`config.mk`:
```
export PLATFORM = sky130hd
export DESIGN_NAME = cpcc_clock_path_ctrl
export DESIGN_NICKNAME = d
export VERILOG_FILES = /design/src/include/cpcc_pkg.sv /design/src/rtl/cpcc_osc_divider.sv /design/src/rtl/cpcc_wb_slave.sv /design/src/rtl/cpcc_clock_path_ctrl.sv
export SDC_FILE = /design/constraint.sdc
export NUM_CORES = 1
export LEC_CHECK = 0
export ABC_AREA = 1
export BUFFER_PORTS_ARGS = -buffer_cell sky130_fd_sc_hd__clkbuf_2
export CORE_UTILIZATION = 35
export CTS_CLUSTER_SIZE = 10
export DETAILED_ROUTE_END_ITERATION = 8
export PLACE_DENSITY = 0.58
export RECOVER_POWER = 25
export SYNTH_ARGS = -nofsm -noshare
export SYNTH_HDL_FRONTEND = slang
export SYNTH_SLANG_ARGS = --single-unit
```
`constraint.sdc`:
```
create_clock -name ref_clk -period 1.61 [get_ports ref_clk]
set_input_delay 0.0805 -clock ref_clk [delete_from_list [all_inputs] [get_ports ref_clk]]
set_output_delay 0.0805 -clock ref_clk [all_outputs]
set_load 0.01 [all_outputs]
```
`src/include/cpcc_pkg.sv`:
```
// package: register map, field layout and reset values of the clock path control
// What this block does
// - power-down field resets to 01b, loop off
// - divider ratio field resets to 010b, divide-by-four
// - divider offers two through six, minimum two
// - bypass bit 0b routes through divider
// - source bit 0b selects external clock input
// - power-down 00b gives normal loop operation
// - staged values apply only on update write 01h
// - polarity bit 0 positive, 1 negative
// - external oscillator mode powers internal oscillator off
// - loop settings registers 10h..1Dh hold loop setup
// - source bit 1b selects internal oscillator
package cpcc_pkg;
    localparam int ADDR_W = 12;
    localparam logic [11:0] OFF_LOOP_FIRST = 12'h010;
    localparam logic [11:0] OFF_LOOP_LAST = 12'h01d;
    localparam logic [11:0] OFF_OSC_DIV = 12'h1e0;
    localparam logic [11:0] OFF_ROUTING = 12'h1e1;
    localparam logic [11:0] OFF_UPDATE = 12'h232;
    localparam logic [7:0] UPDATE_CODE = 8'h01;
    localparam int NUM_LOOP_REGS = 14;
    localparam int PWR_LSB = 0;
    localparam int POL_BIT = 7;
    localparam int BYPASS_BIT = 0;
    localparam int SOURCE_BIT = 1;
    localparam logic [1:0] PWR_NORMAL = 2'h0;
    localparam logic [1:0] PWR_ASYNC_DOWN = 2'h1;
    localparam logic [7:0] RST_LOOP0 = 8'h01;
    localparam logic [7:0] RST_LOOP_OTHER = 8'h00;
    localparam logic [7:0] RST_OSC_DIV = 8'h02;
    localparam logic [7:0] RST_ROUTING = 8'h00;
    localparam logic [2:0] DIV_CODE_MIN = 3'h0;
    localparam logic [2:0] DIV_CODE_MAX = 3'h4;
    localparam logic [2:0] DIV_RATIO_OFFSET = 3'h2;
    localparam logic [31:0] RD_UNMAPPED = 32'h0000_0000;
    typedef logic [7:0] cpcc_byte_t;
endpackage : cpcc_pkg

```
`src/rtl/cpcc_osc_divider.sv`:
```
// oscillator divider: one-cycle enable every two to six clocks, held high every clock in bypass
module cpcc_osc_divider (
    // clock and reset
    input wire logic ref_clk,
    input wire logic reset,
    // control
    input wire logic [2:0] ratioCode,
    input wire logic bypass,
    // output
    output logic divTick
);
    import cpcc_pkg::*;

    logic [2:0] count;
    logic [2:0] next_count;
    logic [2:0] ratio;
    logic [2:0] next_ratio;

    always_comb begin
        next_ratio = ratio;
        // codes beyond four clamp to a ratio of six, so the division never drops below two
        if (ratioCode > DIV_CODE_MAX) begin
            next_ratio = DIV_CODE_MAX + DIV_RATIO_OFFSET;
        end else begin
            next_ratio = ratioCode + DIV_RATIO_OFFSET;
        end
        next_count = count + 3'h1;
        if (count + 3'h1 >= ratio || bypass) begin
            next_count = 3'h0;
        end
    end

    always_ff @(posedge ref_clk) begin
        if (reset) begin
            count <= 3'h0;
            ratio <= RST_OSC_DIV[2:0] + DIV_RATIO_OFFSET;
        end else begin
            count <= next_count;
            ratio <= next_ratio;
        end
    end

    assign divTick = bypass ? 1'b1 : (count == 3'h0);
endmodule : cpcc_osc_divider

```
`src/rtl/cpcc_wb_slave.sv`:
```
// classic wishbone slave front end: one-cycle registered ack
module cpcc_wb_slave (
    // clock and reset
    input wire logic ref_clk,
    input wire logic reset,
    // wishbone
    input wire logic wbCyc,
    input wire logic wbStb,
    input wire logic wbWe,
    output logic wbAck,
    // core strobes
    output logic wrStrobe,
    output logic rdStrobe
);
    import cpcc_pkg::*;

    logic next_wbAck;

    always_comb begin
        next_wbAck = wbCyc && wbStb && !wbAck;
    end

    always_ff @(posedge ref_clk) begin
        if (reset) begin
            wbAck <= 1'b0;
        end else begin
            wbAck <= next_wbAck;
        end
    end

    assign wrStrobe = wbCyc && wbStb && wbWe && !wbAck;
    assign rdStrobe = wbCyc && wbStb && !wbWe && !wbAck;
endmodule : cpcc_wb_slave

```
`src/rtl/cpcc_clock_path_ctrl.sv`:
```
// clock path configuration control: staged and active registers, routing
//
// Chosen here: the Wishbone register port.
module cpcc_clock_path_ctrl (
    // clock and reset
    input wire logic ref_clk,
    input wire logic reset,
    // wishbone
    input wire logic wbCyc,
    input wire logic wbStb,
    input wire logic wbWe,
    input wire logic [cpcc_pkg::ADDR_W-1:0] wbAdr,
    input wire logic [3:0] wbSel,
    input wire logic [31:0] wbDatW,
    output logic [31:0] wbDatR,
    output logic wbAck,
    // clock path controls
    output logic loopPowerDown,
    output logic [1:0] loopPowerMode,
    output logic polarityNegative,
    output logic selectInternalOsc,
    output logic internalOscPowered,
    output logic dividerBypass,
    output logic [2:0] dividerRatioCode,
    output logic prescalerFromExternal,
    output logic [7:0] pumpCurrentSetting,
    output logic distTick,
    output logic updatePulse
);
    import cpcc_pkg::*;

    cpcc_byte_t stLoop [NUM_LOOP_REGS];
    cpcc_byte_t stDiv;
    cpcc_byte_t stRoute;
    cpcc_byte_t acLoop [NUM_LOOP_REGS];
    cpcc_byte_t acDiv;
    cpcc_byte_t acRoute;
    cpcc_byte_t next_stLoop [NUM_LOOP_REGS];
    cpcc_byte_t next_stDiv;
    cpcc_byte_t next_stRoute;
    cpcc_byte_t next_acLoop [NUM_LOOP_REGS];
    cpcc_byte_t next_acDiv;
    cpcc_byte_t next_acRoute;
    logic [31:0] next_wbDatR;
    logic next_updatePulse;
    logic wrStrobe;
    logic rdStrobe;
    logic isUpdate;
    logic [ADDR_W-1:0] loopIdx;
    logic [2:0] tickGap;
    logic [2:0] next_tickGap;

    function automatic logic inLoopRange(input logic [ADDR_W-1:0] a);
        return (a >= OFF_LOOP_FIRST) && (a <= OFF_LOOP_LAST);
    endfunction : inLoopRange

    cpcc_wb_slave u_wb (
        .ref_clk(ref_clk),
        .reset(reset),
        .wbCyc(wbCyc),
        .wbStb(wbStb),
        .wbWe(wbWe),
        .wbAck(wbAck),
        .wrStrobe(wrStrobe),
        .rdStrobe(rdStrobe)
    );

    assign loopIdx = wbAdr - OFF_LOOP_FIRST;
    assign isUpdate = wrStrobe && wbSel[0] && (wbAdr == OFF_UPDATE)
        && (wbDatW[7:0] == UPDATE_CODE);

    // staged writes and update transfer
    always_comb begin
        next_stLoop = stLoop;
        next_stDiv = stDiv;
        next_stRoute = stRoute;
        next_acLoop = acLoop;
        next_acDiv = acDiv;
        next_acRoute = acRoute;
        next_updatePulse = isUpdate;
        if (wrStrobe && wbSel[0]) begin
            if (inLoopRange(wbAdr)) begin
                next_stLoop[loopIdx[3:0]] = wbDatW[7:0];
            end else if (wbAdr == OFF_OSC_DIV) begin
                next_stDiv = wbDatW[7:0];
            end else if (wbAdr == OFF_ROUTING) begin
                next_stRoute = wbDatW[7:0];
            end
        end
        // whole staged set becomes active at once
        if (isUpdate) begin
            next_acLoop = stLoop;
            next_acDiv = stDiv;
            next_acRoute = stRoute;
        end
    end

    // read data: staged values read back
    always_comb begin
        next_wbDatR = RD_UNMAPPED;
        if (rdStrobe) begin
            if (inLoopRange(wbAdr)) begin
                next_wbDatR = {24'h00_0000, stLoop[loopIdx[3:0]]};
            end else if (wbAdr == OFF_OSC_DIV) begin
                next_wbDatR = {24'h00_0000, stDiv};
            end else if (wbAdr == OFF_ROUTING) begin
                next_wbDatR = {24'h00_0000, stRoute};
            end
        end
    end

    always_ff @(posedge ref_clk) begin
        if (reset) begin
            for (int i = 0; i < NUM_LOOP_REGS; i++) begin
                stLoop[i] <= (i == 0) ? RST_LOOP0 : RST_LOOP_OTHER;
                acLoop[i] <= (i == 0) ? RST_LOOP0 : RST_LOOP_OTHER;
            end
            stDiv <= RST_OSC_DIV;
            acDiv <= RST_OSC_DIV;
            stRoute <= RST_ROUTING;
            acRoute <= RST_ROUTING;
            wbDatR <= RD_UNMAPPED;
            updatePulse <= 1'b0;
        end else begin
            stLoop <= next_stLoop;
            acLoop <= next_acLoop;
            stDiv <= next_stDiv;
            acDiv <= next_acDiv;
            stRoute <= next_stRoute;
            acRoute <= next_acRoute;
            wbDatR <= next_wbDatR;
            updatePulse <= next_updatePulse;
        end
    end

    // decoded controls from the active set
    assign loopPowerMode = acLoop[0][PWR_LSB+1:PWR_LSB];
    assign loopPowerDown = (loopPowerMode != PWR_NORMAL);
    assign polarityNegative = acLoop[0][POL_BIT];
    assign pumpCurrentSetting = acLoop[4];
    assign dividerBypass = acRoute[BYPASS_BIT];
    assign selectInternalOsc = acRoute[SOURCE_BIT];
    assign dividerRatioCode = acDiv[2:0];
    // internal oscillator off whenever the external input is the source
    assign internalOscPowered = selectInternalOsc;
    assign prescalerFromExternal = !selectInternalOsc && !loopPowerDown;

    cpcc_osc_divider u_div (
        .ref_clk(ref_clk),
        .reset(reset),
        .ratioCode(dividerRatioCode),
        .bypass(dividerBypass),
        .divTick(distTick)
    );

    // cycles without a divider tick, saturating, for the slowest-ratio check
    always_comb begin
        next_tickGap = 3'h0;
        if (!distTick && tickGap != 3'h7) begin
            next_tickGap = tickGap + 3'h1;
        end else if (!distTick) begin
            next_tickGap = tickGap;
        end
    end

    always_ff @(posedge ref_clk) begin
        if (reset) begin
            tickGap <= 3'h0;
        end else begin
            tickGap <= next_tickGap;
        end
    end

    property p_reset_defaults;
        @(posedge ref_clk) $past(reset) |-> loopPowerMode == PWR_ASYNC_DOWN;
    endproperty
    a_reset_defaults: assert property (p_reset_defaults)
        else $error("power mode not 01b after reset");
    property p_div_default;
        @(posedge ref_clk) $past(reset)
            |-> dividerRatioCode == RST_OSC_DIV[2:0] && !dividerBypass;
    endproperty
    a_div_default: assert property (p_div_default)
        else $error("divider defaults wrong after reset");
    property p_min_div;
        @(posedge ref_clk) disable iff (reset)
        (distTick && !dividerBypass) |=> !distTick;
    endproperty
    a_min_div: assert property (p_min_div)
        else $error("divider output faster than two");
    property p_hold_until_update;
        @(posedge ref_clk) disable iff (reset)
        !$past(isUpdate) |-> $stable(acRoute) && $stable(acDiv);
    endproperty
    a_hold_until_update: assert property (p_hold_until_update)
        else $error("active value changed without update");
    property p_update_copies;
        @(posedge ref_clk) disable iff (reset)
        isUpdate |=> acRoute == $past(stRoute) && acDiv == $past(stDiv)
            && acLoop[0] == $past(stLoop[0]);
    endproperty
    a_update_copies: assert property (p_update_copies)
        else $error("update did not copy staged set");
    property p_power_normal;
        @(posedge ref_clk) disable iff (reset)
        loopPowerMode == PWR_NORMAL |-> !loopPowerDown;
    endproperty
    a_power_normal: assert property (p_power_normal)
        else $error("loop down with normal mode");
    property p_source;
        @(posedge ref_clk) disable iff (reset)
        selectInternalOsc == acRoute[SOURCE_BIT]
            && internalOscPowered == selectInternalOsc;
    endproperty
    a_source: assert property (p_source)
        else $error("source select mismatch");
    property p_polarity;
        @(posedge ref_clk) disable iff (reset)
        isUpdate |=> polarityNegative == $past(stLoop[0][POL_BIT]);
    endproperty
    a_polarity: assert property (p_polarity)
        else $error("polarity not applied on update");
    property p_bypass_tick;
        @(posedge ref_clk) disable iff (reset)
        dividerBypass |-> distTick;
    endproperty
    a_bypass_tick: assert property (p_bypass_tick)
        else $error("bypass not passing clock");
    property p_max_div;
        @(posedge ref_clk) disable iff (reset)
        tickGap <= DIV_CODE_MAX + DIV_RATIO_OFFSET - 3'h1;
    endproperty
    a_max_div: assert property (p_max_div)
        else $error("divider output slower than six");
    property p_ack_next;
        @(posedge ref_clk) disable iff (reset)
        (wbCyc && wbStb && !wbAck) |=> wbAck;
    endproperty
    a_ack_next: assert property (p_ack_next)
        else $error("bus request not acknowledged next cycle");
    property p_ack_once;
        @(posedge ref_clk) disable iff (reset)
        wbAck |=> !wbAck;
    endproperty
    a_ack_once: assert property (p_ack_once)
        else $error("acknowledge held longer than one cycle");
    property p_update_pulse;
        @(posedge ref_clk) disable iff (reset)
        isUpdate |=> updatePulse;
    endproperty
    a_update_pulse: assert property (p_update_pulse)
        else $error("no update pulse after update write");
    property p_no_stray_pulse;
        @(posedge ref_clk) disable iff (reset)
        !isUpdate |=> !updatePulse;
    endproperty
    a_no_stray_pulse: assert property (p_no_stray_pulse)
        else $error("update pulse without update write");
    property p_loop_hold;
        @(posedge ref_clk) disable iff (reset)
        !$past(isUpdate) |-> $stable(pumpCurrentSetting)
            && $stable(loopPowerMode) && $stable(polarityNegative);
    endproperty
    a_loop_hold: assert property (p_loop_hold)
        else $error("active loop setting changed without update");
    property p_pump_copy;
        @(posedge ref_clk) disable iff (reset)
        isUpdate |=> pumpCurrentSetting == $past(stLoop[4]);
    endproperty
    a_pump_copy: assert property (p_pump_copy)
        else $error("pump current not applied on update");
    property p_unmapped_read;
        @(posedge ref_clk) disable iff (reset)
        (rdStrobe && !inLoopRange(wbAdr) && wbAdr != OFF_OSC_DIV
            && wbAdr != OFF_ROUTING) |=> wbDatR == RD_UNMAPPED;
    endproperty
    a_unmapped_read: assert property (p_unmapped_read)
        else $error("unmapped read returned nonzero data");
    property p_stage_write;
        @(posedge ref_clk) disable iff (reset)
        (wrStrobe && wbSel[0] && wbAdr == OFF_ROUTING)
            |=> stRoute == $past(wbDatW[7:0]);
    endproperty
    a_stage_write: assert property (p_stage_write)
        else $error("routing write not staged");
    property p_sel_ignored;
        @(posedge ref_clk) disable iff (reset)
        (wrStrobe && !wbSel[0]) |=> $stable(stDiv) && $stable(stRoute)
            && $stable(stLoop[0]);
    endproperty
    a_sel_ignored: assert property (p_sel_ignored)
        else $error("write with byte lane off changed a register");
    property p_internal_off;
        @(posedge ref_clk) disable iff (reset)
        !selectInternalOsc |-> !internalOscPowered;
    endproperty
    a_internal_off: assert property (p_internal_off)
        else $error("internal oscillator powered with external source");
    property p_prescaler;
        @(posedge ref_clk) disable iff (reset)
        prescalerFromExternal |-> !selectInternalOsc
            && loopPowerMode == PWR_NORMAL;
    endproperty
    a_prescaler: assert property (p_prescaler)
        else $error("prescaler fed externally in wrong mode");
    property p_power_down;
        @(posedge ref_clk) disable iff (reset)
        loopPowerMode == PWR_ASYNC_DOWN |-> loopPowerDown;
    endproperty
    a_power_down: assert property (p_power_down)
        else $error("loop running in power-down mode");
endmodule : cpcc_clock_path_ctrl

```
==> flow_summary.toml, run 1 <==
[synth]
syn-mean-instance-area_um2 = 5.97
synth_seq_area_share = 0.379
syn_area_mm2 = 0.00845
netlist_instances = 1415
synth_cell_types = 29
yosysWarnings = 0
ys_seq_elements = 160

[run]
maxCapViolations = 0

[timing]
timing.hold.ws_ns = 0.0918
skew_ns = 0.00778
period_needed_ns = 1.48
drv_slew = 0
fmax_mhz = 674
period_share = 0.921
hold_viol = 0
setup_tns_ns = 0
setup_violations = 0

[worst_setup_path]
start_kind = "flip-flop"
critPathMaxStageDelay_ns = 0.35
path_buf_inv = 0
critPathSlowestCell = "dfxtp_4"
critPathMaxFanout = 4
crit_type = "reg2reg"
reg2reg_slack_ns = 0.13
crit_family = "simple AND/OR/NAND/NOR gates"
cp-end-kind = "flip-flop"
required_ns = 1.97
path_cells = "ha_1, or2_2, nand2_1, ha_1, o21ai_1, nand2_1, a21oi_1"
worstReg2RegStart = "u_div.count[0]$_SDFF_PP0_"
startpoint = "u_div.count[0]$_SDFF_PP0_"
arrival_ns = 1.84

[place]
dpl.cell_count = 1766
dpl.hpwl_mm = 15.4
portBuffers = 55
gp_congestion = 0.882

[worst_hold_path]
hp-class = "in2reg"
hp-start = "wbDatW[7]"

[grt]
grt_pass1_vias = 7185
grt_first_pass_wirelength_mm = 36.6
track_usage = 0.192
grt_antenna_before_repair = 1
grt-ovfl-total = 0
grt_max_degree = 38

[die]
die_x_um = 157
io_pins = 107
start_util = 0.359
die_h_um = 157
dieArea_mm2 = 0.0248
num_rows = 56
coreArea_mm2 = 0.0235

[cts]
cts-root-buf = "clkbuf_16"
tritoncts = "yes"
cts_buffers = 17
clk_pin_slew_ns = 0.06
cts_sinks = 160
cts_max_path_buffers = 2
clk_latency_ns = 0.43
cts_htree_levels = 4

[layout]
diodes = 0
nets = 1531
final_cell_mix = "nand2_1 (540), nor2_1 (321), inv_1 (165)"
synthToLayoutAreaGrowth_pct = 16.9
drive_gt1_frac = 0.0983
final_common_cell = "nand2_1"
finalNonFillerCells = 1804

[power_and_ir_drop]
clkPwrFrac = 0.466
p_int_uw = 6490
switching_share = 0.247
netSwitchingPower_uw = 2130
power.leakage_uw = 0.00534
seqPwrFrac = 0.462
peakVddDrop_uv = 691
power_density_mw_per_mm2 = 873
p_comb_frac = 0.071

[drt]
drt-initial-drc-count = 523
ant_nets = 0
wl_per_cell_um = 12.6
drt_first_pass_iters = 5
routed_wl_mm = 22.7
drc = 0
vias = 7848
via_per_inst = 4.35

[outcome]
status = "completed"
-- power by group through the flow --
| stage | Sequential (uW) | Combinational, uW | Clock (uW) |
|---|---|---|---|
| finish | 3990 | 614 | 4020 |
| global route | 3990 | 684 | 4280 |
| CTS | 3990 | 601 | 4100 |
| detailed placement | 4080 | 592 | 0 |
| global placement | 4070 | 591 | 0 |
| floorplan | 4070 | 373 | 0 |
-- what timing repair did --
item / 4_1_cts / 5_1_grt
cloned: 0 / 1
pin swaps: 0 / 5
hold endpoints to repair: 3 / 0
setup buffers: 0 / 2
endpoints found under the setup margin: 1 / 46
hold buffers: 3 / 0
gates resized for setup: 1 / 11
-- per-stage QoR --
stage	setup slack, ns	power [uW]	util	area (um^2)
floorplan	0.165	4450	-	8530
global placement	0.0548	4660	0.391	9200
detailed placement	0.0150	4670	0.391	9200
CTS	0.00667	8690	0.417	9820
global route	-0.00911	8950	0.419	9870
finish	0.127	8620	0.419	9870
-- Yosys cell counts, drive strengths merged --
cell type  instances  area (um^2)
a21boi             1         7.51
a21oi             10         50.1
buf               56          389
clkbuf            38          143
clkinv             1         3.75
conb               1         3.75
dfxtp            160         3200
ha                 6         75.1
inv              172          646
nand2            550         2130
nand3             34          188
nand4             20          125
nor2             332         1280
nor3               6         35.0
o21ai             17         85.1
o21bai             8         60.1
or2                3         18.8
-- sequential cells by signal, summed over array words and instances (netlist names) --
| name | cells |
|---|---|
| stDiv | 8 |
| stLoop | 112 |
| u_div.ratio | 3 |
| wbDatR | 8 |
| u_div.count | 3 |
| stRoute | 8 |
| acDiv | 3 |
| u_wb.wbAck | 1 |
| loopPowerMode | 2 |
| polarityNegative | 1 |
| updatePulse | 1 |
| pumpCurrentSetting | 8 |
| acRoute | 2 |
-- kinds of logic after synthesis --
| kind of cell | count (synthesis) | share of synthesized area |
|---|---|---|
| AND/OR/NAND/NOR | 945 | 0.448 |
| buffers and inverters | 267 | 0.140 |
| flip-flops | 160 | 0.379 |
| AO/OA/AOI/OAI | 36 | 0.0240 |
| adder cells (fa/ha/maj) | 6 | 0.00889 |
| other | 1 | 0.000444 |
-- layout make-up --
type	instances	area (um^2)
clock buffers	19	443
clock inverters	13	136
fillers	2590	13700
inverters	173	652
multi-input cells	1011	4180
flip-flops and latches	160	3210
well taps	319	399
repair buffers	109	851
-- worst register-to-register path, delay by kind of cell, from the launching register on --
kind,cells,cell delay [ns]
simple gates,3,0.46
fa+ha+maj,2,0.41
flops,1,0.35
compound gates,2,0.19
-- metal layers --
metal | GRT usage | share of wire
met1 | 0.239 | 0.48
met2 | 0.330 | 0.47
met5 | 0 | 0.00057
met4 | 0.0703 | 0.019
met3 | 0.0325 | 0.033
-- path summary, 6_finish.rpt --
check                              end  cells after the start
max          u_div.count[2]$_SDFF_PP0_                      7
min              stDiv[7]$_SDFFE_PP0P_                      5
max reg2reg  u_div.count[2]$_SDFF_PP0_                      7
min reg2reg  u_div.count[0]$_SDFF_PP0_                      1
Power figures use the tool's default switching activity.
==> run 2, diff against run 1 <==
--- a/config.mk
+++ b/config.mk
@@ -10,7 +10,6 @@
 export CORE_UTILIZATION = 35
 export CTS_CLUSTER_SIZE = 10
 export DETAILED_ROUTE_END_ITERATION = 8
-export PLACE_DENSITY = 0.58
 export RECOVER_POWER = 25
 export SYNTH_ARGS = -nofsm -noshare
 export SYNTH_HDL_FRONTEND = slang
==> constraint.sdc (replaced) <==
create_clock -name ref_clk -period 1.3 [get_ports ref_clk]
set_input_delay 0.065 -clock ref_clk [delete_from_list [all_inputs] [get_ports ref_clk]]
set_output_delay 0.065 -clock ref_clk [all_outputs]
set_load 0.01 [all_outputs]
==> run 2 against run 1 <==
Compared with the run above:
- the run now ends with negative setup slack left
- global-route usage is 0.69 points higher
- non-clock buffer count grew 45
- sequential power increased by 24%
- count of clock-buffer cells in the layout fell by 2
- clock power increased by 31%
- final cell count increased by 2.6%
- first-iteration DRC count increased by 5.5%
- hold slack lost 0.038 ns
- combinational power is 52% higher
- routed wire length is 8.9% higher
- register-to-register slack worse by 0.25 ns
- sequential share of layout area decreased by 2.8 points
==> flow_summary.toml, run 2 (synthesis results as in run 1) <==
[outcome]
status = "finished with violations"
violations = "negative setup slack"

[worst_setup_path]
worstReg2RegStart = "u_wb.wbAck$_SDFF_PP0_"
reg2reg_depth = 8
start_kind = "flip-flop"
r2r_end = "stLoop[56]$_SDFFE_PP0P_"
critPathMaxFanout = 8
required_ns = 1.63
crit_type = "reg2reg"
cp-end-kind = "flip-flop"
reg2reg_slack_ns = -0.13
arrival_ns = 1.75

[layout]
nets = 1579
finalNonFillerCells = 1851
nFillCells = 2426
diodes = 0
seqCellArea_mm2 = 0.00321
final_common_cell = "nand2_1"
drive_gt1_frac = 0.208
final_area_mm2 = 0.0108
multiInputGateArea_mm2 = 0.00467
regMostFlops = "stLoop"
final_cell_mix = "nand2_1 (487), nor2_1 (286), inv_1 (162)"
largest_reg_flops = 112
synthToLayoutAreaGrowth_pct = 27.8

[drt]
drc = 0
routed_wl_mm = 24.7
drt_first_pass_iters = 5
ant_nets = 0
vias = 8214
via_per_inst = 4.44
drt-initial-drc-count = 552
wl_per_cell_um = 13.4

[cts]
clk_latency_ns = 0.43
cts-root-buf = "clkbuf_16"
cts_htree_levels = 4
cts_sinks = 160
clk_pin_slew_ns = 0.07
cts_max_path_buffers = 2
cts_buffers = 17
tritoncts = "yes"

[timing]
hold_viol = 0
setup_ws_ns = -0.126
worstMarginPinSlew_ns = 0.659
fmax_mhz = 701
setup_violations = 137
maxSlewHeadroom = 0.559
drv_slew = 0
period_share = 1.10
rsz0062_at_grt = "true"
setup_tns_ns = -7.76
skew_ns = 0.0109
period_needed_ns = 1.43

[worst_hold_path]
hp-start = "wbDatW[7]"
worstHoldEndpoint = "stDiv[7]$_SDFFE_PP0P_"
hp-class = "in2reg"
whs_path_depth = 5

[power_and_ir_drop]
total_power_uw = 11200
peakVddDrop_uv = 667
power.leakage_uw = 0.00557
power_density_mw_per_mm2 = 1030

[grt]
grt_max_degree = 51
grtUsageMet2 = 0.335
grtUsageMet3 = 0.0372
busiest_layer = "met2"
grt_antenna_before_repair = 0
grt_pass1_vias = 7289
grt_first_pass_wirelength_mm = 37.6
track_usage = 0.199
grt-ovfl-total = 0
grtUsageMet1 = 0.254

[place]
place_ws_ns = -0.170
portBuffers = 55
dpl.hpwl_mm = 15.8
place_area_mm2 = 0.00954
dpl.cell_count = 1806
gp_congestion = 0.824

[die]
start_util = 0.359
die_h_um = 157
num_rows = 56
dieArea_mm2 = 0.0248
io_pins = 107
die_x_um = 157
coreArea_mm2 = 0.0235

[run]
maxCapViolations = 0
[run 2: changes by cell type in the layout (fill, tap and decap cells not counted), moves of 4 or more]
cell and change:
buf_4 +37, nand2_1 -53, nor2_2 +30, ha_1 -4, nor2_1 -35, nand2_4 +6
nor2_4 +5, clkbuf_2 +19, clkbuf_1 -21, ha_4 +4, nand2_2 +42, buf_6 +9
nand2_8 +8
[run 2: routing by layer]
layer / vias to the layer above / wire length (um)
met4: 0 / 493
li1: 4324 / -
met5: - / 0
met3: 34 / 1020
met1: 3656 / 11500
met2: 200 / 11600
[run 2: repair_timing]
action	CTS	global route
endpoints found under the hold margin	1	0
hold buffers	1	0
pin swaps	4	24
endpoints found under the setup margin	136	155
buffers inserted	2	3
gates cloned	2	6
resized for setup	37	118
[run 2: critical path, cell delays in order (launching register included)]
cell,delay (ns)
dfxtp_2,0.34
nor2_4,0.11
nand3_4,0.12
nor2_4,0.14
buf_12,0.16
buf_12,0.15
nand2_4,0.11
nor2_2,0.13
nor2_1,0.05
[run 2: layout make-up]
cell class | instances | share of cell area
clock inverters | 14 | 0.0167
well taps | 319 | 0.0370
flip-flops and latches | 160 | 0.297
clock buffers | 17 | 0.0394
inverters | 173 | 0.0621
repair buffers | 154 | 0.115
multi-input cells | 1014 | 0.432
[run 2: through the flow]
stage                     utilization  hold slack [ns]
final                           0.459           0.0540
after floorplan                     -            0.146
after detailed placement        0.405            0.259
after global routing            0.459           0.0690
after global placement          0.405            0.261
after CTS                       0.438           0.0168
[run 2: report_power, final]
group          internal (uW)  total [uW]  switching [uW]
sequential              4930        4950            24.7
clock                   3060        5270            2210
combinational            333         934             601
total                   8320       11200            2840
[run 2: worst max-delay path by stage]
| stage | startpoint | end | cells after the start |
|---|---|---|---|
| 2_1_floorplan | u_div.count[0]$_SDFF_PP0_ | u_div.count[2]$_SDFF_PP0_ | 7 |
| 3_3_place_gp | wbAdr[0] | wbDatR[6]$_SDFF_PP0_ | 10 |
| 3_5_place_dp | wbAdr[0] | wbDatR[6]$_SDFF_PP0_ | 10 |
| 4_1_cts | u_div.count[0]$_SDFF_PP0_ | u_div.count[2]$_SDFF_PP0_ | 7 |
| 5_1_grt | u_wb.wbAck$_SDFF_PP0_ | stLoop[52]$_SDFFE_PP0P_ | 9 |
| 6_report | u_wb.wbAck$_SDFF_PP0_ | stLoop[56]$_SDFFE_PP0P_ | 8 |
